**config.mk**
```make
export PLATFORM = sky130hd
export DESIGN_NAME = cog_clock_gate_regs
export DESIGN_NICKNAME = d
export VERILOG_FILES = /design/src/common/cog_pkg.sv /design/src/hw/cog_clock_gate_regs.sv /design/src/hw/cog_sync.sv
export SDC_FILE = /design/constraint.sdc
export NUM_CORES = 1
export LEC_CHECK = 0
export BUFFER_PORTS_ARGS = -buffer_cell sky130_fd_sc_hd__buf_4
export CAP_MARGIN = 20
export CORE_ASPECT_RATIO = 0.6
export CORE_MARGIN = 3
export CORE_UTILIZATION = 55
export CTS_BUF_LIST = sky130_fd_sc_hd__clkbuf_8
export DETAILED_ROUTE_END_ITERATION = 10
export GPL_TIMING_DRIVEN = 0
export PLACE_DENSITY = 0.84
export SYNTH_ARGS = -nofsm -noshare
export SYNTH_HDL_FRONTEND = slang
export SYNTH_SLANG_ARGS = --single-unit
```
**constraint.sdc**
```tcl
create_clock -name clock -period 1.9 [get_ports clock]
set_clock_uncertainty 0.15 [all_clocks]
set_input_delay 0.38 -clock clock [delete_from_list [all_inputs] [get_ports clock]]
set_output_delay 0.38 -clock clock [all_outputs]
set_load 0.02 [all_outputs]
```
**src/common/cog_pkg.sv**
```systemverilog
// Overview of operation
// - reg3 enables ref outputs 11..6 and 4
// - reg4 7..2 enable ref, display, processor outputs
// - reg4 bit1 enables processor pll spread
// - reg4 bit0 enables display clock spread
// - reg5 bit7 makes bus clock0 pin request A
// - reg5 bit6 maps request A to ref0/ref2
// - reg5 bit5 makes bus clock1 pin request B
// - reg5 bit4 maps request B to display/ref4
// - reg5 bits3,2 enable and map request C
// - reg5 bit1 makes ref3 complement request D
// - reg5 bit0 maps request D to display/ref4
// - reg6 bit7 enables request E for ref6
// - reg6 bit6 enables request F for ref8
// - reg6 bit5 enables request G for ref9
// - reg6 bit4 enables request H for ref10
// - reg6 bit1 stops display clock during bus stop
// - reg6 bit0 stops ref outputs during bus stop
package cog_pkg;

  // ---------------------------------------------------------------
  // register offsets and power-up values
  // ---------------------------------------------------------------
  localparam logic [7:0] REF_OUTPUT_ENABLE_A_OFF     = 8'h03;
  localparam logic [7:0] OUTPUT_AND_SPREAD_ENABLE_OFF = 8'h04;
  localparam logic [7:0] REQUEST_INPUT_CONFIG_A_OFF  = 8'h05;
  localparam logic [7:0] REQUEST_INPUT_CONFIG_B_OFF  = 8'h06;
  localparam logic [7:0] REF_OUTPUT_ENABLE_A_RST     = 8'hff;
  localparam logic [7:0] OUTPUT_AND_SPREAD_ENABLE_RST = 8'hff;
  localparam logic [7:0] REQUEST_INPUT_CONFIG_A_RST  = 8'h00;
  localparam logic [7:0] REQUEST_INPUT_CONFIG_B_RST  = 8'h00;

  // ---------------------------------------------------------------
  // field positions
  // ---------------------------------------------------------------
  localparam int R3_REF11 = 7;
  localparam int R3_REF10 = 6;
  localparam int R3_REF9  = 5;
  localparam int R3_REF8  = 4;
  localparam int R3_REF7  = 3;
  localparam int R3_REF6  = 2;
  localparam int R3_REF4  = 0;
  localparam int R4_REF3  = 7;
  localparam int R4_REF2  = 6;
  localparam int R4_DISP  = 5;
  localparam int R4_REF0  = 4;
  localparam int R4_CPU1  = 3;
  localparam int R4_CPU0  = 2;
  localparam int R4_PLL_SS  = 1;
  localparam int R4_DISP_SS = 0;
  localparam int R5_A_EN  = 7;
  localparam int R5_A_MAP = 6;
  localparam int R5_B_EN  = 5;
  localparam int R5_B_MAP = 4;
  localparam int R5_C_EN  = 3;
  localparam int R5_C_MAP = 2;
  localparam int R5_D_EN  = 1;
  localparam int R5_D_MAP = 0;
  localparam int R6_E_EN  = 7;
  localparam int R6_F_EN  = 6;
  localparam int R6_G_EN  = 5;
  localparam int R6_H_EN  = 4;
  localparam int R6_DISP_STOP = 1;
  localparam int R6_REF_STOP  = 0;

  // target index 12 stands for the display clock
  localparam logic [3:0] TGT_DISPLAY = 4'hc;
  localparam int NUM_REQ    = 8;
  localparam int NUM_REF    = 12;

endpackage

```
**src/hw/cog_clock_gate_regs.sv**
```systemverilog
module cog_clock_gate_regs (
  input  wire logic       clock,
  input  wire logic       rst_b,
  input  wire logic       reg_wr,
  input  wire logic       reg_rd,
  input  wire logic [7:0] reg_addr,
  input  wire logic [7:0] reg_wdata,
  input  wire logic [7:0] request_in_n,
  input  wire logic       bus_stop_n,
  output logic      [7:0] reg_rdata_q,
  output logic            reg_rvalid_q,
  output logic     [11:0] ref_run_q,
  output logic            display_run_q,
  output logic      [1:0] cpu_run_q,
  output logic            pll_spread_en_q,
  output logic            display_spread_en_q,
  output logic      [7:0] pin_out_en_q
);

  // ---------------------------------------------------------------
  // address decode
  // ---------------------------------------------------------------
  function automatic logic hit(input logic [7:0] addr, input logic [7:0] off);
    hit = (addr == off);
  endfunction

  // ---------------------------------------------------------------
  // control registers
  // ---------------------------------------------------------------
  logic [7:0] reg3_q;
  logic [7:0] reg3_d;
  logic [7:0] reg4_q;
  logic [7:0] reg4_d;
  logic [7:0] reg5_q;
  logic [7:0] reg5_d;
  logic [7:0] reg6_q;
  logic [7:0] reg6_d;

  always_comb
  begin
    reg3_d = reg3_q;
    reg4_d = reg4_q;
    reg5_d = reg5_q;
    reg6_d = reg6_q;
    if (reg_wr)
    begin
      if (hit(reg_addr, cog_pkg::REF_OUTPUT_ENABLE_A_OFF))
        reg3_d = reg_wdata;
      if (hit(reg_addr, cog_pkg::OUTPUT_AND_SPREAD_ENABLE_OFF))
        reg4_d = reg_wdata;
      if (hit(reg_addr, cog_pkg::REQUEST_INPUT_CONFIG_A_OFF))
        reg5_d = reg_wdata;
      if (hit(reg_addr, cog_pkg::REQUEST_INPUT_CONFIG_B_OFF))
        reg6_d = reg_wdata;
    end
  end

  always_ff @(posedge clock or negedge rst_b)
  begin
    if (!rst_b)
    begin
      reg3_q <= cog_pkg::REF_OUTPUT_ENABLE_A_RST;
      reg4_q <= cog_pkg::OUTPUT_AND_SPREAD_ENABLE_RST;
      reg5_q <= cog_pkg::REQUEST_INPUT_CONFIG_A_RST;
      reg6_q <= cog_pkg::REQUEST_INPUT_CONFIG_B_RST;
    end
    else
    begin
      reg3_q <= reg3_d;
      reg4_q <= reg4_d;
      reg5_q <= reg5_d;
      reg6_q <= reg6_d;
    end
  end

  // ---------------------------------------------------------------
  // read port
  // ---------------------------------------------------------------
  logic [7:0] rdata_d;

  always_comb
  begin
    rdata_d = reg_rdata_q;
    if (reg_rd)
    begin
      rdata_d = 8'h00;
      if (hit(reg_addr, cog_pkg::REF_OUTPUT_ENABLE_A_OFF))
        rdata_d = reg3_q;
      if (hit(reg_addr, cog_pkg::OUTPUT_AND_SPREAD_ENABLE_OFF))
        rdata_d = reg4_q;
      if (hit(reg_addr, cog_pkg::REQUEST_INPUT_CONFIG_A_OFF))
        rdata_d = reg5_q;
      if (hit(reg_addr, cog_pkg::REQUEST_INPUT_CONFIG_B_OFF))
        rdata_d = reg6_q;
    end
  end

  always_ff @(posedge clock or negedge rst_b)
  begin
    if (!rst_b)
    begin
      reg_rdata_q  <= 8'h00;
      reg_rvalid_q <= 1'b0;
    end
    else
    begin
      reg_rdata_q  <= rdata_d;
      reg_rvalid_q <= reg_rd;
    end
  end

  // ---------------------------------------------------------------
  // pin synchronisers: request inputs a..h, then the stop input
  // ---------------------------------------------------------------
  logic [8:0] pin_raw;
  logic [8:0] pin_s;
  logic [7:0] req_s;
  logic       stop_s_n;

  assign pin_raw  = {bus_stop_n, request_in_n};
  assign req_s    = pin_s[7:0];
  assign stop_s_n = pin_s[8];

  generate
    for (genvar g = 0; g < 9; g++)
    begin : g_sync
      cog_sync #(
        .RST_VAL (1'b1)
      ) u_sync (
        .clock  (clock),
        .rst_b  (rst_b),
        .din    (pin_raw[g]),
        .dout_q (pin_s[g])
      );
    end
  endgenerate

  // ---------------------------------------------------------------
  // request routing
  // ---------------------------------------------------------------
  logic [7:0]  req_en;
  logic [3:0]  tgt [cog_pkg::NUM_REQ];
  logic [12:0] claim;
  logic [12:0] grant;
  logic [12:0] req_ok;

  always_comb
  begin
    req_en[0] = reg5_q[cog_pkg::R5_A_EN];
    req_en[1] = reg5_q[cog_pkg::R5_B_EN];
    req_en[2] = reg5_q[cog_pkg::R5_C_EN];
    req_en[3] = reg5_q[cog_pkg::R5_D_EN];
    req_en[4] = reg6_q[cog_pkg::R6_E_EN];
    req_en[5] = reg6_q[cog_pkg::R6_F_EN];
    req_en[6] = reg6_q[cog_pkg::R6_G_EN];
    req_en[7] = reg6_q[cog_pkg::R6_H_EN];
    tgt[0] = reg5_q[cog_pkg::R5_A_MAP] ? 4'h2 : 4'h0;
    tgt[1] = reg5_q[cog_pkg::R5_B_MAP] ? 4'h4 : cog_pkg::TGT_DISPLAY;
    tgt[2] = reg5_q[cog_pkg::R5_C_MAP] ? 4'h2 : 4'h0;
    tgt[3] = reg5_q[cog_pkg::R5_D_MAP] ? 4'h4 : cog_pkg::TGT_DISPLAY;
    tgt[4] = 4'h6;
    tgt[5] = 4'h8;
    tgt[6] = 4'h9;
    tgt[7] = 4'ha;
    claim = 13'h0000;
    grant = 13'h0000;
    // any enabled request mapped to an output that is held low runs it
    for (int i = 0; i < cog_pkg::NUM_REQ; i++)
    begin
      if (req_en[i])
      begin
        claim[tgt[i]] = 1'b1;
        if (!req_s[i])
          grant[tgt[i]] = 1'b1;
      end
    end
    req_ok = ~claim | grant;
  end

  // ---------------------------------------------------------------
  // output gating
  // ---------------------------------------------------------------
  logic [11:0] ref_en;
  logic [11:0] ref_run_d;
  logic        display_run_d;
  logic        ref_stop;
  logic        disp_stop;

  always_comb
  begin
    ref_en     = 12'h000;
    ref_en[11] = reg3_q[cog_pkg::R3_REF11];
    ref_en[10] = reg3_q[cog_pkg::R3_REF10];
    ref_en[9]  = reg3_q[cog_pkg::R3_REF9];
    ref_en[8]  = reg3_q[cog_pkg::R3_REF8];
    ref_en[7]  = reg3_q[cog_pkg::R3_REF7];
    ref_en[6]  = reg3_q[cog_pkg::R3_REF6];
    ref_en[4]  = reg3_q[cog_pkg::R3_REF4];
    ref_en[3]  = reg4_q[cog_pkg::R4_REF3];
    ref_en[2]  = reg4_q[cog_pkg::R4_REF2];
    ref_en[0]  = reg4_q[cog_pkg::R4_REF0];
    ref_stop   = !stop_s_n && reg6_q[cog_pkg::R6_REF_STOP];
    disp_stop  = !stop_s_n && reg6_q[cog_pkg::R6_DISP_STOP];
    ref_run_d  = ref_en & req_ok[11:0] & {12{!ref_stop}};
    display_run_d = reg4_q[cog_pkg::R4_DISP] && req_ok[12] && !disp_stop;
  end

  always_ff @(posedge clock or negedge rst_b)
  begin
    if (!rst_b)
    begin
      ref_run_q           <= 12'h000;
      display_run_q       <= 1'b0;
      cpu_run_q           <= 2'h0;
      pll_spread_en_q     <= 1'b0;
      display_spread_en_q <= 1'b0;
      pin_out_en_q        <= 8'h00;
    end
    else
    begin
      ref_run_q           <= ref_run_d;
      display_run_q       <= display_run_d;
      cpu_run_q           <= {reg4_q[cog_pkg::R4_CPU1], reg4_q[cog_pkg::R4_CPU0]};
      pll_spread_en_q     <= reg4_q[cog_pkg::R4_PLL_SS];
      display_spread_en_q <= reg4_q[cog_pkg::R4_DISP_SS];
      pin_out_en_q        <= ~req_en;
    end
  end
endmodule

```
**src/hw/cog_sync.sv**
```systemverilog
module cog_sync #(
  parameter logic RST_VAL = 1'b1
) (
  input  wire logic clock,
  input  wire logic rst_b,
  input  wire logic din,
  output logic      dout_q
);

  logic s1_q;
  logic s2_q;
  logic s3_q;
  logic dout_d;

  // a change counts only once the second and third stages agree
  always_comb
  begin
    dout_d = (s2_q == s3_q) ? s2_q : dout_q;
  end

  always_ff @(posedge clock or negedge rst_b)
  begin
    if (!rst_b)
    begin
      s1_q   <= RST_VAL;
      s2_q   <= RST_VAL;
      s3_q   <= RST_VAL;
      dout_q <= RST_VAL;
    end
    else
    begin
      s1_q   <= din;
      s2_q   <= s1_q;
      s3_q   <= s2_q;
      dout_q <= dout_d;
    end
  end

endmodule

```
==> flow_summary.toml, run 1 <==
[drt]
drt_wl_total_mm = 7.607
post-route-drc-count = 0
wl_per_cell_um = 17.86
firstDrtPassIters = 4
route.met3.wl_um = 491
final_antenna_net_count = 0
highest-signal-layer = "met4"
vias = 2333
detail_route.iter0.violations = 130
avgViaCountPerCell = 5.477
wl_met1_mm = 3.482
wl_met2_mm = 3.586

[timing]
finalMaxSlewViolations = 0
period_share_pct = 84.94
finalHoldViolations = 0
setup_viol = 0
setup_slack_ns = 0.2862
fin_setup_tns_ns = 0
rsz0062_at_grt = "no"
fmax_mhz = 619.6
fin_crit_ns = 1.614
max_slew_margin_pct = 57.59
worstMarginPinSlew_ns = 0.6361

[worst_setup_path]
cpPeakStageDelay_ns = 0.56
reg2reg_slack_ns = 0.29
critPathKind = "reg -> reg"
critPathRequiredTime_ns = 2.03
cp_cell_sequence = "nand2b_1, clkbuf_1, nand2_1, a31oi_1"
path_max_fanout = 10
reg2reg_depth = 4
r2r-end = "ref_run_q[0]"
crit_end = "ref_run_q[0]"
arrival_ns = 1.75
reg2reg_from = "g_sync[8].u_sync.dout_q"
slowest_stage = "dfstp_2"
crit_path_start_kind = "flop"
startpoint = "g_sync[8].u_sync.dout_q"
critPathCaptureType = "flop"

[grt]
track_usage_pct = 20.20
grt_start_max_net_pins = 52
grt-ovfl-total = 0
antenna_found_initial = 0
grt_pass1_wl_mm = 12.30
grt_pass1_vias = 2457

[clock_network]
cts-root-buf = "clkbuf_8"
cts_tree = "built"
cts_buffers = 9
cts_buffer_depth = 2
cts_htree_levels = 3
clkSlewWorstSetupHoldPaths_ns = 0.10
worstSkewPairLatency_ns = 0.36
cts_sinks = 100

[pwr]
switching_power_mw = 1.008
p_comb_share_pct = 8.5
ir_worst_vdd_mv = 0.6131
power.internal_mw = 2.959
swShare_pct = 25.41
power.density_nw_per_um2 = 848.9
p_seq_share_pct = 59.2
p_clk_share_pct = 32.3
leakagePower_nw = 2.082

[floorplan]
die_h_um = 70.30
dieArea_um2 = 7956
start_util_pct = 59.35
ioPinCount = 63
core.rowCount = 22
core_area_um2 = 6386
dieWidth_um = 113.2

[placement]
place_hpwl_mm = 5.187
dp_slack_ns = -0.08679
port_buffers = 60
gp_congestion = 0.8181
dp_cells = 400

[synthesis]
ys_seq_area_share_pct = 67.75
synth_seq_cells = 100
yosys_warnings = 0
syn-mean-instance-area_um2 = 14.92
synthCells = 254
synth_area_um2 = 3790
synth.distinct_cells = 36

[cells_and_area]
final_cells = 426
final_cell_mix = "buf_4 (62), dfstp_2 (52), dfrtp_1 (48), mux2_2 (31), a22oi_1 (14)"
final_util_pct = 73.18
drive_gt1_share_pct = 52.92
area_delta_synth_final_pct = 23.31
layout.cells.most_common = "buf_4"
layout.nets = 366
diodes = 0

[run_status]
outcome = "finished clean"

[run]
cap_viol_max_count = 0

[worst_hold_path]
hold_class = "in -> reg"
min_from = "reg_rd"
-- critical path: cells and delay by family, from the launching register on --
| kind | cells | cell delay, ns |
|---|---|---|
| AOI/OAI and AO/OA | 1 | 0.17 |
| buffers and inverters | 1 | 0.44 |
| DFF | 1 | 0.56 |
| and+or+nand+nor | 2 | 0.20 |
-- flip-flops by register name (all words and copies together), names as in the netlist, 2 cells and up --
| signal | count |
|---|---|
| reg3_q | 8 |
| reg_rdata_q | 8 |
| g_sync.u_sync.s3_q | 9 |
| reg4_q | 8 |
| reg5_q | 8 |
| ref_run_q | 10 |
| g_sync.u_sync.s1_q | 9 |
| pin_out_en_q | 8 |
| g_sync.u_sync.dout_q | 9 |
| g_sync.u_sync.s2_q | 9 |
| cpu_run_q | 2 |
| reg6_q | 8 |
-- how the worst min path moves through the flow --
stage               depth (start not counted)                    end
detailed placement                          0  g_sync[0].u_sync.s2_q
floorplan                                   0           cpu_run_q[0]
finish                                      1           reg_rvalid_q
CTS                                         1           reg_rvalid_q
global route                                1           reg_rvalid_q
global placement                            0  g_sync[8].u_sync.s2_q
-- timing repair --
action	4_1_cts	5_1_grt
hold buffers	10	0
endpoints found under the hold margin	33	0
resized for setup	0	0
setup buffers	0	0
-- cells in the mapped netlist --
cell | count | area share, %
buf_6 | 1 | 0.30
a22oi_1 | 14 | 2.8
a211oi_1 | 1 | 0.20
and2_1 | 5 | 0.83
and2b_2 | 1 | 0.23
o211ai_1 | 8 | 1.6
nand4b_2 | 1 | 0.40
buf_1 | 1 | 0.099
buf_4 | 2 | 0.40
nor4_4 | 1 | 0.56
maj3_1 | 9 | 2.4
a21boi_0 | 7 | 1.4
dfrtp_1 | 48 | 32
nand3_4 | 2 | 0.92
nor2b_1 | 2 | 0.33
o21ai_0 | 1 | 0.13
or3_1 | 4 | 0.66
o211a_1 | 2 | 0.53
nand3_2 | 1 | 0.26
clkbuf_1 | 3 | 0.30
conb_1 | 1 | 0.099
nand2b_1 | 8 | 1.3
and3_1 | 4 | 0.66
o22ai_1 | 5 | 0.83
mux2_2 | 31 | 9.2
dfstp_2 | 52 | 36
nor4bb_1 | 1 | 0.26
nand2_1 | 9 | 0.89
inv_1 | 10 | 0.99
nand4bb_1 | 1 | 0.30
a31oi_1 | 2 | 0.33
and4b_1 | 2 | 0.53
mux2_4 | 1 | 0.40
or2_2 | 8 | 1.3
and3b_1 | 2 | 0.46
buf_2 | 3 | 0.40
-- logic make-up (layout without fill, tap and decap cells) --
family | after synthesis | count (layout) | share of synthesized area, %
other | 1 | 2 | 0.09895
multiplexers | 32 | 32 | 9.607
AND/OR/NAND/NOR | 52 | 52 | 9.937
adder cells (fa/ha/maj) | 9 | 9 | 2.377
flip-flops | 100 | 100 | 67.75
AO/OA/AOI/OAI | 40 | 40 | 7.758
buffers and inverters | 20 | 107 | 2.476
-- through the flow --
stage / area (µm²) / power, mW / hold slack (ns)
final: 4673 / 3.967 / 0.06468
after global routing: 4673 / 4.132 / 0.05738
after CTS: 4673 / 4.016 / 0.04737
after detailed placement: 4377 / 2.708 / 0.1968
after global placement: 4349 / 2.682 / 0.1954
after floorplan: 3794 / 2.511 / -0.06559
-- layer usage --
layer	vias up	global-route usage, %
li1	1062	-
met1	1197	28.06
met2	66	31.36
met3	8	5.195
met4	0	6.533
met5	-	0
-- power groups by stage --
stage / registers [mW] / clock network, mW / logic [mW]
after floorplan: 2.39 / 0 / 0.117
after global placement: 2.38 / 0 / 0.304
after detailed placement: 2.38 / 0 / 0.323
after CTS: 2.35 / 1.33 / 0.341
after global routing: 2.36 / 1.40 / 0.367
final: 2.35 / 1.28 / 0.338
-- final cells by class --
cell class | count | area [µm²]
sequential | 100 | 2567
timing repair buffer | 71 | 578.1
fill | 446 | 1713
inverter | 10 | 37.54
clock inverter | 7 | 72.57
tap | 84 | 105.1
clock buffer | 9 | 123.9
multi-input combinational | 135 | 1132
buffer | 10 | 56.30
No activity file was read; power rests on OpenSTA's default activity.
==> inputs of run 2 (changes only) <==
--- a/config.mk
+++ b/config.mk
@@ -5,6 +5,7 @@
 export SDC_FILE = /design/constraint.sdc
 export NUM_CORES = 1
 export LEC_CHECK = 0
+export ABC_AREA = 1
 export BUFFER_PORTS_ARGS = -buffer_cell sky130_fd_sc_hd__buf_4
 export CAP_MARGIN = 20
 export CORE_ASPECT_RATIO = 0.6
==> constraint.sdc (replaced) <==
create_clock -name clock -period 1.5 [get_ports clock]
set_clock_uncertainty 0.15 [all_clocks]
set_input_delay 0.3 -clock clock [delete_from_list [all_inputs] [get_ports clock]]
set_output_delay 0.3 -clock clock [all_outputs]
set_load 0.02 [all_outputs]
==> run 2 against run 1 <==
Effect of this change: worst hold slack worse by 0.039 ns; combinational power is 52% higher; sequential power is 28% higher; critical path depth is 4 higher; critical path type is now in -> reg; design area is 4.8% higher; sequential share of layout area is 2.5 points lower; clock-buffer cell count stayed put; highest routed layer unchanged; via count is 23% higher.
==> flow_summary.toml, run 2 <==
[run_status]
outcome = "finished clean"

[worst_setup_path]
crit_end = "reg6_q[3]"
startpoint = "reg_addr[7]"
reg2reg_slack_ns = 0.09
reg2reg_depth = 5
arrival_ns = 1.53
cpPeakStageDelay_ns = 0.24
cp_cell_sequence = "buf_4, nor2_1, nand2_2, clkinvlp_4, nand2_4, nor2_4, buf_6, o21ai_0"
slowest_stage = "nor2_4"
path_buf_inv = 3
r2r-end = "ref_run_q[2]"
cpLargestDelayFamily = "simple AND/OR/NAND/NOR gates"
path_max_fanout = 10
critPathCaptureType = "flop"
critPathKind = "in -> reg"
crit_path_start_kind = "primary input"
reg2reg_from = "reg6_q[0]"
cp.depth = 8
critPathRequiredTime_ns = 1.59

[drt]
post-route-drc-count = 0
firstDrtPassIters = 5
final_antenna_net_count = 0
detail_route.iter0.violations = 181
drt_wl_total_mm = 8.627
avgViaCountPerCell = 5.211
wl_per_cell_um = 15.69
vias = 2866

[cells_and_area]
regMostFlops = "ref_run_q"
drive_gt1_share_pct = 34.56
area_delta_synth_final_pct = 24.96
layout.nets = 487
diodes = 0
final_cell_mix = "nand2_1 (98), buf_4 (64), dfstp_2 (52), dfrtp_1 (48), inv_1 (47)"
design_area_um2 = 4898
largest_reg_flops = 10
layout.cells.most_common = "nand2_1"
final_util_pct = 72.13

[timing]
setup_viol = 0
finalHoldViolations = 0
finalMaxSlewViolations = 0
period_share_pct = 96.17
fmax_mhz = 693.2
worstMarginPinSlew_ns = 0.6173
max_slew_margin_pct = 58.69
fin_crit_ns = 1.443

[clock_network]
worstSkewPairLatency_ns = 0.37
cts_sinks = 100
cts_htree_levels = 3
cts-root-buf = "clkbuf_8"
cts_buffers = 9
cts_tree = "built"
cts_buffer_depth = 2
clkSlewWorstSetupHoldPaths_ns = 0.09

[synthesis]
synth.distinct_cells = 29
synth_seq_cells = 100
yosys_warnings = 0
synth_edf_count = 0
yosys_most_used_dff = "dfstp_2"
synthSimpleGateAreaFrac_pct = 16.25
synthCells = 368
synthXorXnorAreaFrac_pct = 0
synth-compound-area-share_pct = 9.735
ys_seq_area_share_pct = 65.50
yosys.area.top_type = "dfstp_2"
synthMuxAreaShare_pct = 0
synth_top_area_share_pct = 34.85
synth_top_family_by_area = "simple AND/OR/NAND/NOR gates"
async_reset_ff_share_pct = 100.0
yosys-top-cells-area = "dfstp_2 (35%), dfrtp_1 (31%), nand2_1 (9.4%), inv_1 (4.3%), o21ai_0 (3.1%)"
netlist_top_cells_count = "nand2_1 (98), dfstp_2 (52), dfrtp_1 (48)"
synthAdderAreaFrac_pct = 2.298
yosysMostFrequentCell = "nand2_1"
syn-mean-instance-area_um2 = 10.65
synth_area_um2 = 3920

[grt]
track_usage_pct = 22.63
antenna_found_initial = 0
grt-ovfl-total = 0
grt_start_max_net_pins = 64
grt_pass1_vias = 2802
grt_pass1_wl_mm = 13.87

[pwr]
leakagePower_nw = 2.467
ir_worst_vdd_mv = 0.8986
power.density_nw_per_um2 = 1089

[run]
cap_viol_max_count = 0

[floorplan]
die_h_um = 71.40
dieWidth_um = 115.0
ioPinCount = 63
dieArea_um2 = 8210
core.rowCount = 23
core_area_um2 = 6792
start_util_pct = 57.72

[placement]
place_hpwl_mm = 6.082
port_buffers = 60
place_area_um2 = 4511
gp_congestion = 0.8893

[worst_hold_path]
hold_class = "in -> reg"
## run 2: worst reg2reg max path, cell delays in order, from the launching register on
cell,delay (ns)
dfrtp_1,0.36
inv_1,0.08
nor2_2,0.35
inv_1,0.17
o211ai_1,0.14
inv_1,0.06
## run 2: logic make-up (layout without fill, tap and decap cells)
logic type	count (synthesis)	count (layout)
AOI/OAI and AO/OA	62	62
other	1	2
DFF	100	100
buffers and inverters	55	149
adders and majority gates	9	9
and+or+nand+nor	141	141
## run 2: what timing repair did
item / 4_1_cts / 5_1_grt
resized for setup: 1 / 1
buffers inserted: 0 / 2
setup endpoints to repair: 3 / 13
hold buffers: 15 / 0
hold endpoints to repair: 42 / 0
## run 2: final cells by class
| cell class | count | area (µm²) |
|---|---|---|
| flip-flops and latches | 100 | 2567 |
| fillers | 502 | 1893 |
| multi-input cells | 214 | 1119 |
| repair buffers | 78 | 643.1 |
| inverters | 47 | 180.2 |
| clock buffers | 9 | 123.9 |
| well taps | 87 | 108.9 |
| clock inverters | 7 | 92.59 |
| plain buffers | 8 | 63.81 |
## run 2: worst min path at each step
stage,start,endpoint,cells after the start
finish,reg_wdata[1],reg5_q[1],3
global route,reg_wdata[5],reg5_q[5],3
CTS,reg_wdata[5],reg5_q[5],3
detailed placement,rst_b,cpu_run_q[1],1
global placement,g_sync[1].u_sync.s1_q,g_sync[1].u_sync.s2_q,0
floorplan,rst_b,cpu_run_q[0],0
## run 2: power breakdown
group,internal [mW],switching [mW]
clock network,0.939,0.887
logic,0.211,0.301
registers,2.91,0.0879
total,4.06,1.28
## run 2: routing by layer
metal | routed length, µm | GRT usage (%)
met1 | 3967 | 31.87
met2 | 3818 | 34.17
met3 | 732 | 8.270
met4 | 109 | 5.078
met5 | 0 | 0
## run 2: metrics by stage
step	worst slack, ns	cells	setup TNS (ns)	power [mW]	hold WS (ns)
6_report	0.05743	550	0	5.335	0.02576
5_1_grt	-0.008932	550	-0.02320	5.589	0.008594
4_1_cts	0.006909	548	0	5.394	0.009635
3_5_place_dp	-0.3773	517	-10.49	3.520	0.1537
3_3_place_gp	-0.3504	516	-9.433	3.486	0.1953
2_1_floorplan	0.02412	369	0	3.253	-0.1456
